==> src/hw/rtccf_regs.vh <==
// Register map, field positions and timing constants for the RTC century and flags block.
// Included by both design files; holds definitions only.
`ifndef RTCCF_REGS_VH
`define RTCCF_REGS_VH

`define RTCCF_ADDR_W         20
`define RTCCF_OFF_STATUS     20'hFFFF0
`define RTCCF_OFF_CENTURY    20'hFFFF1

`define RTCCF_BIT_WDOG       7
`define RTCCF_BIT_ALARM      6
`define RTCCF_BIT_PFAIL      5
`define RTCCF_BIT_OSCILLATOR_FAIL_FLAG       4
`define RTCCF_BIT_CAL        2
`define RTCCF_BIT_WFRZ       1
`define RTCCF_BIT_RFRZ       0

`define RTCCF_CENTURY_RST    8'h00
`define RTCCF_BCD_MAX        4'h9
`define RTCCF_ALARM_FIELDS   4

`define RTCCF_CLK_HZ         125000000
`define RTCCF_OSC_WAIT_MS    5
`define RTCCF_CAL_HZ         512

`endif

==> src/hw/rtccf_cal_wave.v <==
// Square wave generator for calibration output.
// Assumes ref_clk at the rate in the header; half period rounded down.
`timescale 1ns/1ps
`default_nettype none
`include "rtccf_regs.vh"

module rtccf_cal_wave
#(
   parameter integer HALF_CYCLES = `RTCCF_CLK_HZ / (2 * `RTCCF_CAL_HZ)
)
(
   // Clock and reset
   input  wire ref_clk,
   input  wire rst_n,
   // Control
   input  wire enable,
   // Wave
   output reg  wave
);

   reg [31:0] count;

   always @(posedge ref_clk)
   begin
      if (!rst_n || !enable)
      begin
         count <= 32'h0;
         wave  <= 1'b0;
      end
      else if (count == HALF_CYCLES - 1)
      begin
         count <= 32'h0;
         wave  <= ~wave;
      end
      else
      begin
         count <= count + 32'h1;
      end
   end

endmodule

`default_nettype wire

==> src/hw/rtccf_top.v <==
// RTC century counter and status/control register on the parallel memory bus.
// Assumes a synchronous byte bus: rd_stb/wr_stb one-cycle strobes with addr; event inputs are synchronous.
// Behaviour
// - Watchdog reaching zero unrestarted sets the watchdog expired flag.
// - Reading the flag register or power-up clears watchdog, alarm and power-fail flags.
// - Alarm flag sets when time equals alarm in bits 6:0 of every unmasked field; bit 7 of each field is not compared.
// - Mask bit zero includes a field in comparison; one ignores it.
// - Supply dropping below switch threshold sets the power fail flag.
// - Oscillator enabled but not running within 5 ms sets oscillator fail.
// - Oscillator fail flag survives power cycles; a status write with bit 4 zero clears it.
// - Calibration bit one drives 512 Hz wave on interrupt pin.
// - Calibration bit comes up zero after every power-up.
`timescale 1ns/1ps
`default_nettype none
`include "rtccf_regs.vh"

module rtccf_top
#(
   parameter integer OSC_WAIT_CYCLES = (`RTCCF_CLK_HZ / 1000) * `RTCCF_OSC_WAIT_MS,
   parameter integer CAL_HALF_CYCLES = `RTCCF_CLK_HZ / (2 * `RTCCF_CAL_HZ)
)
(
   // Clock and power-up reset
   input  wire                      ref_clk,
   input  wire                      rst_n,
   // Register bus
   input  wire [`RTCCF_ADDR_W-1:0]  addr,
   input  wire                      rd_stb,
   input  wire                      wr_stb,
   input  wire [7:0]                wr_data,
   output reg  [7:0]                rd_data,
   // Events from the rest of the RTC
   input  wire                      wdog_zero,
   input  wire                      supply_low,
   input  wire                      osc_enabled,
   input  wire                      osc_running,
   input  wire                      osc_fail_kept,
   input  wire [`RTCCF_ALARM_FIELDS*8-1:0] time_now,
   input  wire [`RTCCF_ALARM_FIELDS*8-1:0] alarm_set,
   input  wire [`RTCCF_ALARM_FIELDS-1:0]   alarm_mask,
   input  wire                      int_normal,
   // Outputs to counters and pins
   output wire                      int_pin,
   output reg                       write_freeze,
   output reg                       read_freeze,
   output reg                       load_counters,
   output reg  [7:0]                century_count,
   output reg  [7:0]                century_view
);

   reg        watchdog_expired_flag;
   reg        alarm_match_flag;
   reg        power_fail_flag;
   reg        oscillator_fail_flag;
   reg        cal_select;
   reg        osc_check_done;
   reg [31:0] osc_count;
   reg        alarm_hit_q;
   wire       cal_wave;
   wire [`RTCCF_ALARM_FIELDS-1:0] field_ok;

   wire sel_status  = (addr == `RTCCF_OFF_STATUS);
   wire sel_century = (addr == `RTCCF_OFF_CENTURY);
   wire rd_status   = rd_stb && sel_status;
   wire wr_status   = wr_stb && sel_status;
   wire wr_century  = wr_stb && sel_century;

   genvar g;
   generate
      for (g = 0; g < `RTCCF_ALARM_FIELDS; g = g + 1)
      begin : g_field
         assign field_ok[g] = alarm_mask[g] ||
                              (time_now[g*8+6:g*8] == alarm_set[g*8+6:g*8]);
      end
   endgenerate

   wire alarm_hit  = &field_ok;
   wire alarm_rise = alarm_hit && !alarm_hit_q;

   wire [7:0] status_view = {watchdog_expired_flag, alarm_match_flag, power_fail_flag,
                             oscillator_fail_flag, 1'b0, cal_select, write_freeze, read_freeze};

   // Sticky event flags; set wins over read clear
   always @(posedge ref_clk)
   begin
      if (!rst_n)
      begin
         watchdog_expired_flag <= 1'b0;
         alarm_match_flag      <= 1'b0;
         power_fail_flag       <= 1'b0;
         alarm_hit_q           <= 1'b0;
      end
      else
      begin
         alarm_hit_q <= alarm_hit;
         if (wdog_zero)
            watchdog_expired_flag <= 1'b1;
         else if (rd_status)
            watchdog_expired_flag <= 1'b0;
         if (alarm_rise)
            alarm_match_flag <= 1'b1;
         else if (rd_status)
            alarm_match_flag <= 1'b0;
         if (supply_low)
            power_fail_flag <= 1'b1;
         else if (rd_status)
            power_fail_flag <= 1'b0;
      end
   end

   // Oscillator check window after power-up
   always @(posedge ref_clk)
   begin
      if (!rst_n)
      begin
         osc_count      <= 32'h0;
         osc_check_done <= 1'b0;
      end
      else if (!osc_check_done)
      begin
         if (osc_running || !osc_enabled)
            osc_check_done <= 1'b1;
         else if (osc_count == OSC_WAIT_CYCLES - 1)
            osc_check_done <= 1'b1;
         else
            osc_count <= osc_count + 32'h1;
      end
   end

   wire osc_timeout = !osc_check_done && osc_enabled && !osc_running &&
                      (osc_count == OSC_WAIT_CYCLES - 1);

   // retained value reloaded at power-up, cleared by a status write with bit 4 zero
   reg kept_loaded;
   always @(posedge ref_clk)
   begin
      if (!rst_n)
      begin
         oscillator_fail_flag <= 1'b0;
         kept_loaded          <= 1'b0;
      end
      else
      begin
         kept_loaded <= 1'b1;
         if (osc_timeout || (!kept_loaded && osc_fail_kept))
            oscillator_fail_flag <= 1'b1;
         else if (wr_status && !wr_data[`RTCCF_BIT_OSCILLATOR_FAIL_FLAG])
            oscillator_fail_flag <= 1'b0;
      end
   end

   // Control bits and century register
   always @(posedge ref_clk)
   begin
      if (!rst_n)
      begin
         cal_select    <= 1'b0;
         write_freeze  <= 1'b0;
         read_freeze   <= 1'b0;
         load_counters <= 1'b0;
         century_count <= `RTCCF_CENTURY_RST;
         century_view  <= `RTCCF_CENTURY_RST;
      end
      else
      begin
         load_counters <= 1'b0;
         if (wr_status)
         begin
            cal_select   <= wr_data[`RTCCF_BIT_CAL];
            write_freeze <= wr_data[`RTCCF_BIT_WFRZ];
            read_freeze  <= wr_data[`RTCCF_BIT_RFRZ];
            if (write_freeze && !wr_data[`RTCCF_BIT_WFRZ])
               load_counters <= 1'b1;
         end
         if (wr_century && write_freeze &&
             wr_data[7:4] <= `RTCCF_BCD_MAX && wr_data[3:0] <= `RTCCF_BCD_MAX)
            century_count <= wr_data;
         if (!read_freeze)
            century_view <= century_count;
      end
   end

   // Read data registered on the strobe
   always @(posedge ref_clk)
   begin
      if (!rst_n)
         rd_data <= 8'h00;
      else if (rd_stb)
      begin
         if (sel_status)
            rd_data <= status_view;
         else if (sel_century)
            rd_data <= century_view;
         else
            rd_data <= 8'h00;
      end
   end

   rtccf_cal_wave
   #(
      .HALF_CYCLES (CAL_HALF_CYCLES)
   )
   u_cal
   (
      .ref_clk (ref_clk),
      .rst_n   (rst_n),
      .enable  (cal_select),
      .wave    (cal_wave)
   );

   assign int_pin = cal_select ? cal_wave : int_normal;

endmodule

`default_nettype wire

==> config.mk <==
export PLATFORM = sky130hd
export DESIGN_NAME = rtccf_top
export DESIGN_NICKNAME = d
export VERILOG_FILES = /design/src/hw/rtccf_cal_wave.v /design/src/hw/rtccf_top.v
export VERILOG_INCLUDE_DIRS = /design/src /design/src/hw
export SDC_FILE = /design/constraint.sdc
export NUM_CORES = 1
export LEC_CHECK = 0
export BUFFER_PORTS_ARGS = -buffer_cell sky130_fd_sc_hd__buf_2
export CAP_MARGIN = 20
export CORE_MARGIN = 1
export CORE_UTILIZATION = 56
export CTS_CLUSTER_DIAMETER = 30
export CTS_CLUSTER_SIZE = 20
export DETAILED_ROUTE_END_ITERATION = 10
export PLACE_DENSITY = 0.81
export SLEW_MARGIN = 20
export SYNTH_ARGS = -nofsm -noshare
export SYNTH_HDL_FRONTEND = slang
export SYNTH_SLANG_ARGS = --single-unit
==> constraint.sdc <==
create_clock -name ref_clk -period 5 [get_ports ref_clk]
set_input_delay 1.5 -clock ref_clk [delete_from_list [all_inputs] [get_ports ref_clk]]
set_output_delay 1.5 -clock ref_clk [all_outputs]
set_load 0.05 [all_outputs]
# --- Word-level counts from Yosys, hierarchy flattened ---
# Index checks and enable logic that the tools add are counted.
word_totals:
  register_bits: 100
  wordCells: 84
  out_inout_bits: 28
classes:
  n_eq_ne: 8
  addsub: 2
  bitwise: 4
  mux: 14
  magnitude_cmp: 2
  reduce_logical: 37
ops:
  columns: ["op", "n"]
  rows:
  - ["$add A32 B1 Y32 const B", 2]
  - ["$eq A20 B20 Y1 const B", 2]
  - ["$eq A32 B17 Y1 const B", 1]
  - ["$eq A32 B20 Y1 const B", 1]
  - ["$eq A7 B7 Y1", 4]
  - ["$mux W8", 2]
  - ["$logic_and A1 B1 Y1", 13]
  - ["$mux W1", 12]
  - ["$logic_not A1 Y1", 9]
  - ["$le A4 B4 Y1 const B", 2]
  - ["$reduce_bool A2 Y1", 4]
  - ["$logic_or A1 B1 Y1", 7]
  - ["$not A1 Y1", 4]
  - ["$reduce_and A4 Y1", 1]
  - ["$reduce_and A3 Y1", 1]
  - ["$reduce_and A2 Y1", 1]
  - ["$reduce_or A2 Y1", 1]

# --- Longest topological paths before layout ---
# Gate-level depths: netlist of the first run.
logic_depth:
  word_depth: 6
  depth_mapped: 8
  ltp_nobuf: 7

# --- Hierarchy ---
# A second synthesis of the first run with hierarchy kept.
unflattened:
  hier_cells: 554
  hier_area_um2: 5069.9
by_module_without_submodules:
  columns: ["module", "area_per_inst_um2", "cells_each", "n_inst"]
  rows:
  - ["rtccf_top", 3377.0, 356, 1]
  - ["rtccf_cal_wave", 1692.9, 198, 1]

# --- Worst setup path after synthesis of the first run ---
# Ideal clock, no wire load.
synth_path:
  kind: "input port to output port"
  from: "input port int_normal"
  to: "output port int_pin"
  required_time_ns: 3.500
  n_path_buf: 0
  t_arrival_ns: 1.871
  setup_slack_ns: 1.629
  path_stages: 1
  path_cell_list: "mux2_2"
synth_via:
  elab_chain_len: 1
synth_rtl:
  columns: ["item", "line_no", "source"]
  rows:
  - ["start, declared", "rtccf_top.v:41", "input wire int_normal,"]
  - ["$mux W1", "rtccf_top.v:211", "assign int_pin = cal_select ? cal_wave : int_normal;"]
  - ["end, declared", "rtccf_top.v:43", "output wire int_pin,"]
# No other way between the ends.

# --- Worst setup path in the final report of the first run ---
# Ends and elaborated chain as after synthesis.

==> impl_results.md, run 1 <==
* Die X at 93.6 um
* CTS max path bufs at 2
* Power Dens Cells at between 200 and 300 nW/um^2
* Met1 WL at between 5000 and 6000 um
* GR Util All Layers at 25.0%
* Yosys reg bits at 100
* Root Driver: clkbuf_8
* Port bufs at 125
* Ys flop type: dfxtp_1
* Dominant cells by area after synthesis: dfxtp_1 (43%), xnor2_1 (7.1%), xor2_1 (6.9%), nor2_1 (6.7%), mux2i_1 (4.5%)
* Post-synth EDFFs at 0
* CP dominant cell by count: buf_2
* Skew final at 0.00989 ns
* Syn_nets at between 600 and 700
* # Post-CTS Setup Buffers at 0
* Nets at 760
* Share of cells above drive strength 1 at 22.9%
* Relative slew margins at 32.3%
* CP Data Required Time at 3.50 ns
* Leading area contributor after synthesis: dfxtp_1
* CTS Buf Count at 9
* Antenna violations before repair at 0
* First-pass detailed-route iteration total at 4
* Startpoint types: primary input
* CTS H-tree lvls at 3
* Largest net degree at the start of global routing at 61
* Detailed Route WL at 10900 um
* Count leader, synth: dfxtp_1
* Synth Warn # at 0
* Number of antenna diodes at 0
* Clk sinks at 100
* TritonCTS clock tree: built
* Peak VDD IR at 0.204 mV
* Yosys top cell area share at 42.6%
* Synth Instances at roughly 540
* Initial DRC Count at approximately 160
* Gr ovfl total at 0
* Reg clk slew, reported paths at 0.10 ns
* Seq/Total Area, Yosys at about 43%
* Status: completed
* Cell Rows at 33
* Fin crit share at a little under three quarters
* Synthesized area at 4700 sq um
* Final hold vios at 0
* CP Capture Type: primary output
* Max Slew Vio Count at 0
* Vias per inst at 5.60
* Crit-path cells: buf_2 > mux2_2 > buf_2
* Yosys cell types at 40
* Die area at roughly 8800 sq um
* Critical path class: primary input to primary output
* Final setup viols at 0
* Setup TNS Final at 0 ns
* Max Cap Violations at 0
* Worst-margin pin slew at 1.01 ns
* Vias in the first global route at 3789
* Met2 routed WL at 5220 um
* Crit path max-delay cell type: mux2_2
* Synth Area per Inst at roughly 9 sq um
* Leak Pwr at between 2 and 2.5 nW
* Class of the worst hold path: register to register
* Die Ht at 93.6 um
* DRC viols at 0
* Highest metal used: met4
* Worst-path fanout max at 1
* Fin crit period at 3.54 ns
* Post-cts resize count at 0
* Gpl congestion at 0.812
* Wire per inst at between 10 and 15 um
* Max Freq at roughly 280 MHz
* Crit path DAT at 2.04 ns
* Slowest Stage Delay on Critical Path at between 0.2 and 0.25 ns
* Core area at 8180 sq um
* Area grow syn2layout at 19.2%
* Post-DP HPWL at 7890 um
* First-pass GRT wire length at 17400 um
* Met3 Routed Length at roughly 530 um
* Clk Latency, worst-skew pair at 0.37 ns
* Post-DRT Antenna Nets at 0
* I/O pins at 134
* RSZ-0062 raised after global routing: no
* Initial Util at 57.5%
* DR vias at ~4300
* Async SR Flop Fraction at 0%
* Most common library cells after synthesis: dfxtp_1 (100), nor2_1 (84), xnor2_1 (38)
* Fin Hold WS at between 0.4 and 0.5 ns
* Hold-fix buffers, CTS at 0
==> critical path, delay by kind of cell <==
family | cells | cell delay [ns]
buf+inv | 2 | 0.30
mux | 1 | 0.24
==> worst paths after layout <==
kind | start | endpoint | depth (start not counted) | slack [ns]
hold / removal | u_cal.count[0] | u_cal.count[0] | 1 | 0.47
setup reg to reg | osc_count[0] | osc_count[28] | 6 | 2.68
hold reg to reg | u_cal.count[0] | u_cal.count[0] | 1 | 0.47
setup / recovery | int_normal | int_pin | 3 | 1.46
==> stage by stage <==
stage | utilization (%) | instances | power, mW | instance area, sq um | worst slack (ns)
global placement | 65.8 | 745 | 0.906 | 5380 | 1.45
CTS | 68.5 | 761 | 1.46 | 5600 | 1.46
detailed placement | 65.8 | 745 | 0.909 | 5380 | 1.46
finish | 68.5 | 761 | 1.45 | 5600 | 1.46
global route | 68.5 | 761 | 1.50 | 5600 | 1.45
floorplan | - | 535 | 0.857 | 4700 | 1.63
==> flip-flops by register name, indices dropped and copies added (netlist names) <==
register               flops
oscillator_fail_flag       1
osc_check_done             1
alarm_hit_q                1
century_count              8
alarm_match_flag           1
kept_loaded                1
read_freeze                1
cal_select                 1
watchdog_expired_flag      1
load_counters              1
osc_count                 32
rd_data                    8
power_fail_flag            1
u_cal.wave                 1
century_view               8
write_freeze               1
u_cal.count               32
==> area by class of cell <==
class	instances	area, sq um
clock inverters	6	78.8
clock buffers	10	138
well taps	105	131
repair buffers	126	633
inverters	14	52.6
multi-input cells	400	2570
flip-flops and latches	100	2000
fillers	665	2570
==> cell families (layout without fill, tap and decap cells) <==
group	count (synthesis)	count (layout)	share of synthesized area, %
buffers and inverters	35	156	2.90
DFF	100	100	42.6
and+or+nand+nor	249	249	28.3
xor gates and xnor gates	75	75	14.0
muxes	22	22	4.71
adders and majority gates	3	3	0.799
AOI/OAI and AO/OA	51	51	6.73
==> power breakdown <==
group / switching (mW) / internal (mW) / total (mW)
logic: 0.0434 / 0.0451 / 0.0885
clock network: 0.299 / 0.257 / 0.556
registers: 0.00242 / 0.800 / 0.802
==> metal layers <==
metal / track usage (%) / up-vias
li1: - / 2130
met1: 34.2 / 2017
met2: 39.9 / 109
met3: 5.37 / 8
met4: 6.92 / 0
met5: 0 / -
==> cells in the final DEF, fill, tap and decap left out, types with 2 or more instances in the layout <==
| master | synthesis | routed |
|---|---|---|
| a41oi_1 | 3 | 3 |
| ha_1 | 3 | 3 |
| nor4b_1 | 4 | 4 |
| nor2b_1 | 7 | 7 |
| inv_1 | 13 | 13 |
| mux2i_1 | 21 | 21 |
| nand2b_1 | 2 | 2 |
| dfxtp_1 | 100 | 100 |
| inv_6 | 0 | 2 |
| and3_1 | 8 | 8 |
| o21ai_0 | 15 | 15 |
| nor4_1 | 14 | 14 |
| or4_1 | 4 | 4 |
| o211ai_1 | 4 | 4 |
| xor2_1 | 37 | 37 |
| nor3_1 | 17 | 17 |
| nor4bb_1 | 3 | 3 |
| buf_2 | 4 | 125 |
| nand4_1 | 25 | 25 |
| and4_1 | 9 | 9 |
| inv_8 | 0 | 2 |
| a221oi_1 | 7 | 7 |
| clkbuf_8 | 0 | 10 |
| a21oi_1 | 18 | 18 |
| or3_1 | 11 | 11 |
| and2_1 | 4 | 4 |
| xnor2_1 | 38 | 38 |
| nor2_1 | 84 | 84 |
| nand3_1 | 26 | 25 |
| nor3b_1 | 3 | 3 |
| o31ai_1 | 2 | 2 |
| nand2_1 | 23 | 23 |
No activity file was read; power rests on OpenSTA's default activity.
==> inputs of run 2 (changes only) <==
Settings changed: CORE_UTILIZATION 56 to 52, PLACE_DENSITY 0.81 to 0.76.
Clock period 5 ns to 3.45 ns, I/O delays scaled along.
==> run 2 against run 1 <==
Net effect:
- clock skew up 0.011 ns
- via count up 1.3%
- clock power is 37% higher
- sequential share of layout area is 0.17 points lower
- wire length grew 5.5%
- total power up 42%
- largest cell class unchanged
==> impl_results.md, run 2 (synthesis results as in run 1) <==
* Relative slew margins at 50.2% (was 32.3%)
* CTS max path bufs at 2 (unchanged)
* CTS H-tree lvls at 3 (unchanged)
* First-pass GRT wire length at 19200 um (was 17400 um)
* Max Freq at between 300 and 400 MHz
* Vias per inst at 5.61 (was 5.60)
* Nets at 766 (was 760)
* Initial Util at 53.9% (was 57.5%)
* Fin crit period at 2.62 ns
* Largest net degree at the start of global routing at 60 (was 61)
* I/O pins at 134 (unchanged)
* Initial DRC Count at 150 (was 162)
* First-pass detailed-route iteration total at 4 (unchanged)
* Worst-margin pin slew at 0.740 ns (was 1.01 ns)
* Worst-path fanout max at 1 (unchanged)
* Pwr Total at 2.06 mW (was 1.45 mW)
* R2R setup slack at 1.19 ns (was 2.68 ns)
* Port bufs at 125 (unchanged)
* Status: completed (unchanged)
* Crit-path cells: buf_2 > mux2_2 > buf_2 (unchanged)
* Final core occ at 64.6% (was 68.5%)
* Peak VDD IR at 0.246 mV (was 0.204 mV)
* CP Data Required Time at 2.41 ns (was 3.50 ns)
* Area after DPL at 5430 sq um (was 5380 sq um)
* # Post-CTS Setup Buffers at 0 (unchanged)
* Leak Pwr at 2.19 nW (was 2.17 nW)
* Area grow syn2layout at 19.8% (was 19.2%)
* Wire per inst at 14.9 um (was 14.3 um)
* Worst path buffer plus inverter count at 2 (unchanged)
* Gr ovfl total at 0 (unchanged)
* Class of the worst hold path: register to register (unchanged)
* Slowest Stage Delay on Critical Path at 0.24 ns (about the same)
* Critical path class: primary input to primary output (unchanged)
* Biggest regs: osc_count (32), u_cal.count (32) (unchanged)
* Most common cell after layout, fill and taps aside: buf_2 (unchanged)
* Max Slew Vio Count at 0 (unchanged)
* GR Util All Layers at 24.8% (was 25.0%)
* CTS Buf Count at 9 (unchanged)
* CP dominant cell by count: buf_2 (unchanged)
* Post-route design area at 5630 sq um (was 5600 sq um)
* Die X at 97.1 um (was 93.6 um)
* Die area at 9420 sq um (was 8760 sq um)
* Hold-fix buffers, CTS at 0 (unchanged)
* Cell family with most CP delay: buffers and inverters (unchanged)
* Post-DRT Antenna Nets at 0 (unchanged)
* Share of cells above drive strength 1 at 23.4% (was 22.9%)
* Max Cap Violations at 0 (unchanged)
* RSZ-0062 raised after global routing: no (unchanged)
* Crit path DAT at 1.58 ns (was 2.04 ns)
* Hold Path End: rd_data[3] (was u_cal.count[0])
* DR vias at 4319 (was 4264)
* Final setup viols at 0 (unchanged)
* Reg clk slew, reported paths at 0.10 ns (about the same)
* CP Capture Type: primary output (unchanged)
* Power Dens Cells at 365 nW/um^2 (was 258 nW/um^2)
* Gpl congestion at 0.828 (was 0.812)
* Skew final at 0.0211 ns (was 0.00989 ns)
* Number of antenna diodes at 0 (unchanged)
* Fin crit share at 75.8%
* Dpl ws at 0.541 ns (was 1.46 ns)
* RR Startpoint: osc_count[0] (unchanged)
* Clk sinks at 100 (unchanged)
* Commonest non-fill, non-tap cells in the layout: buf_2 (125), dfxtp_1 (100), nor2_1 (84) (unchanged)
* Vias in the first global route at 4105 (was 3789)
* Crit path max-delay cell type: mux2_2 (unchanged)
* Setup TNS Final at 0 ns (unchanged)
* Clk Latency, worst-skew pair at 0.39 ns (was 0.37 ns)
* Hold depth at 2 (was 1)
* Antenna violations before repair at 0 (unchanged)
* Die Ht at 97.1 um (was 93.6 um)
* TritonCTS clock tree: built (unchanged)
* DRC viols at 0 (unchanged)
* Post-cts resize count at 0 (unchanged)
* Detailed Route WL at 11500 um (was 10900 um)
* Hold path start: rd_data[3] (was u_cal.count[0])
* Worst reg2reg path depth at 6 (unchanged)
* Worst flop-to-flop path endpoint: osc_count[28] (unchanged)
* Final hold vios at 0 (unchanged)
* Levels on crit path at 3 (unchanged)
* Post-DP HPWL at 8540 um (was 7890 um)
* Root Driver: clkbuf_8 (unchanged)
* Core area at 8720 sq um (was 8180 sq um)
* Worst Slack Setup Final at 0.835 ns (was 1.46 ns)
* Startpoint types: primary input (unchanged)
* Cell Rows at 34 (was 33)
[run 2: cell count changes in the layout (fill, tap and decap cells not counted), sizes merged]
cell    previous run  this run
buf              126       132
bufinv             1         0
inv               18        19
[run 2: worst max-delay path by stage]
stage                      from             to  slack, ns
floorplan           osc_running  osc_count[29]       0.85
global placement    osc_running  osc_count[30]       0.60
detailed placement  osc_running  osc_count[28]       0.54
CTS                  int_normal        int_pin       0.84
global route        osc_running  osc_count[28]       0.80
finish               int_normal        int_pin       0.83
[run 2: where the power goes]
part	switching [mW]	total (mW)	internal (mW)	leakage, nW
clock network	0.454	0.760	0.306	0.105
registers	0.00349	1.16	1.16	0.807
logic	0.0652	0.133	0.0675	1.27
total	0.523	2.06	1.53	2.19
[run 2: worst register-to-register path, delay by kind of cell (launching register included)]
kind,cells,cell delay (ns)
and+or+nand+nor,4,1.37
AOI/OAI and AO/OA,1,0.15
adders and majority gates,1,0.26
DFF,1,0.40
[run 2: per-layer routing]
layer  global-route usage [%]  share of wire [%]  vias up
li1                         -                  -     2143
met1                     33.1                 45     2062
met2                     40.7                 49      101
met3                     5.97                4.7       13
met4                     5.40                1.1        0
met5                        0                  0        -
[run 2: area by class of cell]
| class | instances | area, sq um |
|---|---|---|
| Clock buffer | 10 | 138 |
| Clock inverter | 6 | 62.6 |
| Fill cell | 744 | 3090 |
| Inverter | 14 | 52.6 |
| Multi-Input combinational cell | 400 | 2560 |
| Sequential cell | 100 | 2000 |
| Tap cell | 108 | 135 |
| Timing Repair Buffer | 132 | 678 |
[run 2: per-stage QoR]
step,hold WS (ns),cells
2_1_floorplan,0.429,535
3_3_place_gp,0.440,754
3_5_place_dp,0.458,754
4_1_cts,0.477,770
5_1_grt,0.497,770
6_report,0.472,770
==> inputs of run 3 (changes only) <==
Clock period 3.45 ns to 2.42 ns, I/O delays scaled along.
==> run 3 against run 2 <==
Net effect:
- cell count rose by 0.91%
- largest cell class unchanged
- highest routed layer unchanged
- global-route usage rose by 0.066 points
- sequential cell count did not move
- clock skew fell by 0.0040 ns
- combinational power rose by 44%
- via count fell by 0.79%
- count of clock-buffer cells in the layout fell by 1
- sequential power rose by 43%
==> impl_results.md, run 3 (synthesis results as in run 1) <==
* Status: completed (unchanged)
* Die X at 97.1 um (unchanged)
* Crit path DAT at 2.35 ns (was 1.58 ns)
* Antenna violations before repair at 0 (unchanged)
* Final hold vios at 0 (unchanged)
* Vias per inst at 5.51 (was 5.61)
* Worst Slack Setup Final at 0.325 ns (was 0.835 ns)
* Reg clk slew, reported paths at 0.11 ns (was 0.10 ns)
* Initial DRC Count at 129 (was 150)
* Die Ht at 97.1 um (unchanged)
* Fin crit share at 86.6%
* Class of the worst hold path: register to register (unchanged)
* Relative slew margins at 60.3% (was 50.2%)
* Max Slew Vio Count at 0 (unchanged)
* Max Freq at between 400 and 500 MHz
* Vias in the first global route at 4109 (was 4105)
* Nets at 773 (was 766)
* Largest net degree at the start of global routing at 59 (was 60)
* RSZ-0062 raised after global routing: no (unchanged)
* Max Cap Violations at 0 (unchanged)
* Wire per inst at 14.9 um (about the same)
* Startpoint types: register (was primary input)
* Clk Latency, worst-skew pair at 0.38 ns (was 0.39 ns)
* CP Data Required Time at 2.68 ns (was 2.41 ns)
* I/O pins at 134 (unchanged)
* Gr ovfl total at 0 (unchanged)
* Power Dens Cells at 510 nW/um^2 (was 365 nW/um^2)
* GR Util All Layers at 24.8% (about the same)
* Critical path class: register to register (was primary input to primary output)
* CTS H-tree lvls at 3 (unchanged)
* Root Driver: clkbuf_8 (unchanged)
* Detailed Route WL at 11600 um (was 11500 um)
* Crit-path cells: ha_1 > nor4b_1 > nand4_1 > or4_1 > nand3_1 > buf_12 > nor2_1 (was buf_2 > mux2_2 > buf_2)
* Cell family with most CP delay: simple AND/OR/NAND/NOR gates (was buffers and inverters)
* CTS Buf Count at 9 (unchanged)
* Cell Rows at 34 (unchanged)
* Skew final at 0.0171 ns (was 0.0211 ns)
* Final core occ at 65.3% (was 64.6%)
* DRC viols at 0 (unchanged)
* Post-DRT Antenna Nets at 0 (unchanged)
* Peak VDD IR at 0.347 mV (was 0.246 mV)
* CTS max path bufs at 2 (unchanged)
* Most common cell after layout, fill and taps aside: buf_2 (unchanged)
* Share of cells above drive strength 1 at 24.2% (was 23.4%)
* Biggest regs: osc_count (32), u_cal.count (32) (unchanged)
* Final setup viols at 0 (unchanged)
* Slowest Stage Delay on Critical Path at 0.59 ns (was 0.24 ns)
* Worst path buffer plus inverter count at 1 (was 2)
* Number of antenna diodes at 0 (unchanged)
* Initial Util at 53.9% (unchanged)
* Post-cts resize count at 0 (unchanged)
* Hold-fix buffers, CTS at 0 (unchanged)
* Worst-margin pin slew at 0.595 ns (was 0.740 ns)
* Fin crit period at 2.09 ns
* DR vias at 4285 (was 4319)
* Die area at 9420 sq um (unchanged)
* Worst-path fanout max at 32 (was 1)
* Dpl ws at 0.0821 ns (was 0.541 ns)
* Port bufs at 125 (unchanged)
* Leak Pwr at 2.22 nW (was 2.19 nW)
* Post-DP HPWL at 8660 um (was 8540 um)
* First-pass GRT wire length at 19000 um (was 19200 um)
* Area grow syn2layout at 21.1% (was 19.8%)
* Setup TNS Final at 0 ns (unchanged)
* CP Capture Type: register (was primary output)
* # Post-CTS Setup Buffers at 0 (unchanged)
* First-pass detailed-route iteration total at 5 (was 4)
* Fin Hold WS at 0.472 ns (about the same)
* Commonest non-fill, non-tap cells in the layout: buf_2 (125), dfxtp_1 (100), nor2_1 (84) (unchanged)
* Crit path max-delay cell type: or4_1 (was mux2_2)
* TritonCTS clock tree: built (unchanged)
* Area after DPL at 5500 sq um (was 5430 sq um)
* Gpl congestion at 0.795 (was 0.828)
* Core area at 8720 sq um (unchanged)
* Clk sinks at 100 (unchanged)
* Post-route design area at 5690 sq um (was 5630 sq um)
==> run 3: worst paths after layout <==
check	from	endpoint	slack, ns	cells after the start
setup / recovery	u_cal.count[0]	u_cal.count[21]	0.33	7
hold / removal	alarm_hit_q	alarm_match_flag	0.47	2
setup reg to reg	u_cal.count[0]	u_cal.count[21]	0.33	7
hold reg to reg	alarm_hit_q	alarm_match_flag	0.47	2
==> run 3: through the flow <==
| step | cells | power [mW] |
|---|---|---|
| final | 777 | 2.90 |
| after global routing | 777 | 3.02 |
| after CTS | 777 | 2.94 |
| after detailed placement | 761 | 1.89 |
| after global placement | 761 | 1.88 |
| after floorplan | 535 | 1.77 |
==> run 3: layout make-up <==
cell class                      count  area [sq um]
Clock buffer                        9           124
Clock inverter                      7          75.1
Fill cell                         767          3030
Inverter                           14          52.6
Multi-Input combinational cell    400          2560
Sequential cell                   100          2000
Tap cell                          108           135
Timing Repair Buffer              139           743
==> run 3: metal layers <==
layer  up-vias  GRT usage (%)  wire (um)
met5         -              0          0
met4         0           7.69        208
met3        17           5.25        529
met2        98           41.2       5740
met1      2020           32.4       5110
li1       2150              -          -
==> run 3: worst register-to-register path, delay by kind of cell, from the launching register on <==
| kind | cells | cell delay (ns) |
|---|---|---|
| buffers and inverters | 1 | 0.19 |
| flip-flops | 1 | 0.39 |
| adder cells (fa/ha/maj) | 1 | 0.17 |
| AND/OR/NAND/NOR | 5 | 1.25 |
==> run 3: power breakdown <==
| group | internal, mW | leakage, nW | switching [mW] |
|---|---|---|---|
| combinational | 0.0972 | 1.32 | 0.0949 |
| clock | 0.410 | 0.0985 | 0.642 |
| sequential | 1.65 | 0.807 | 0.00468 |
| total | 2.16 | 2.22 | 0.742 |
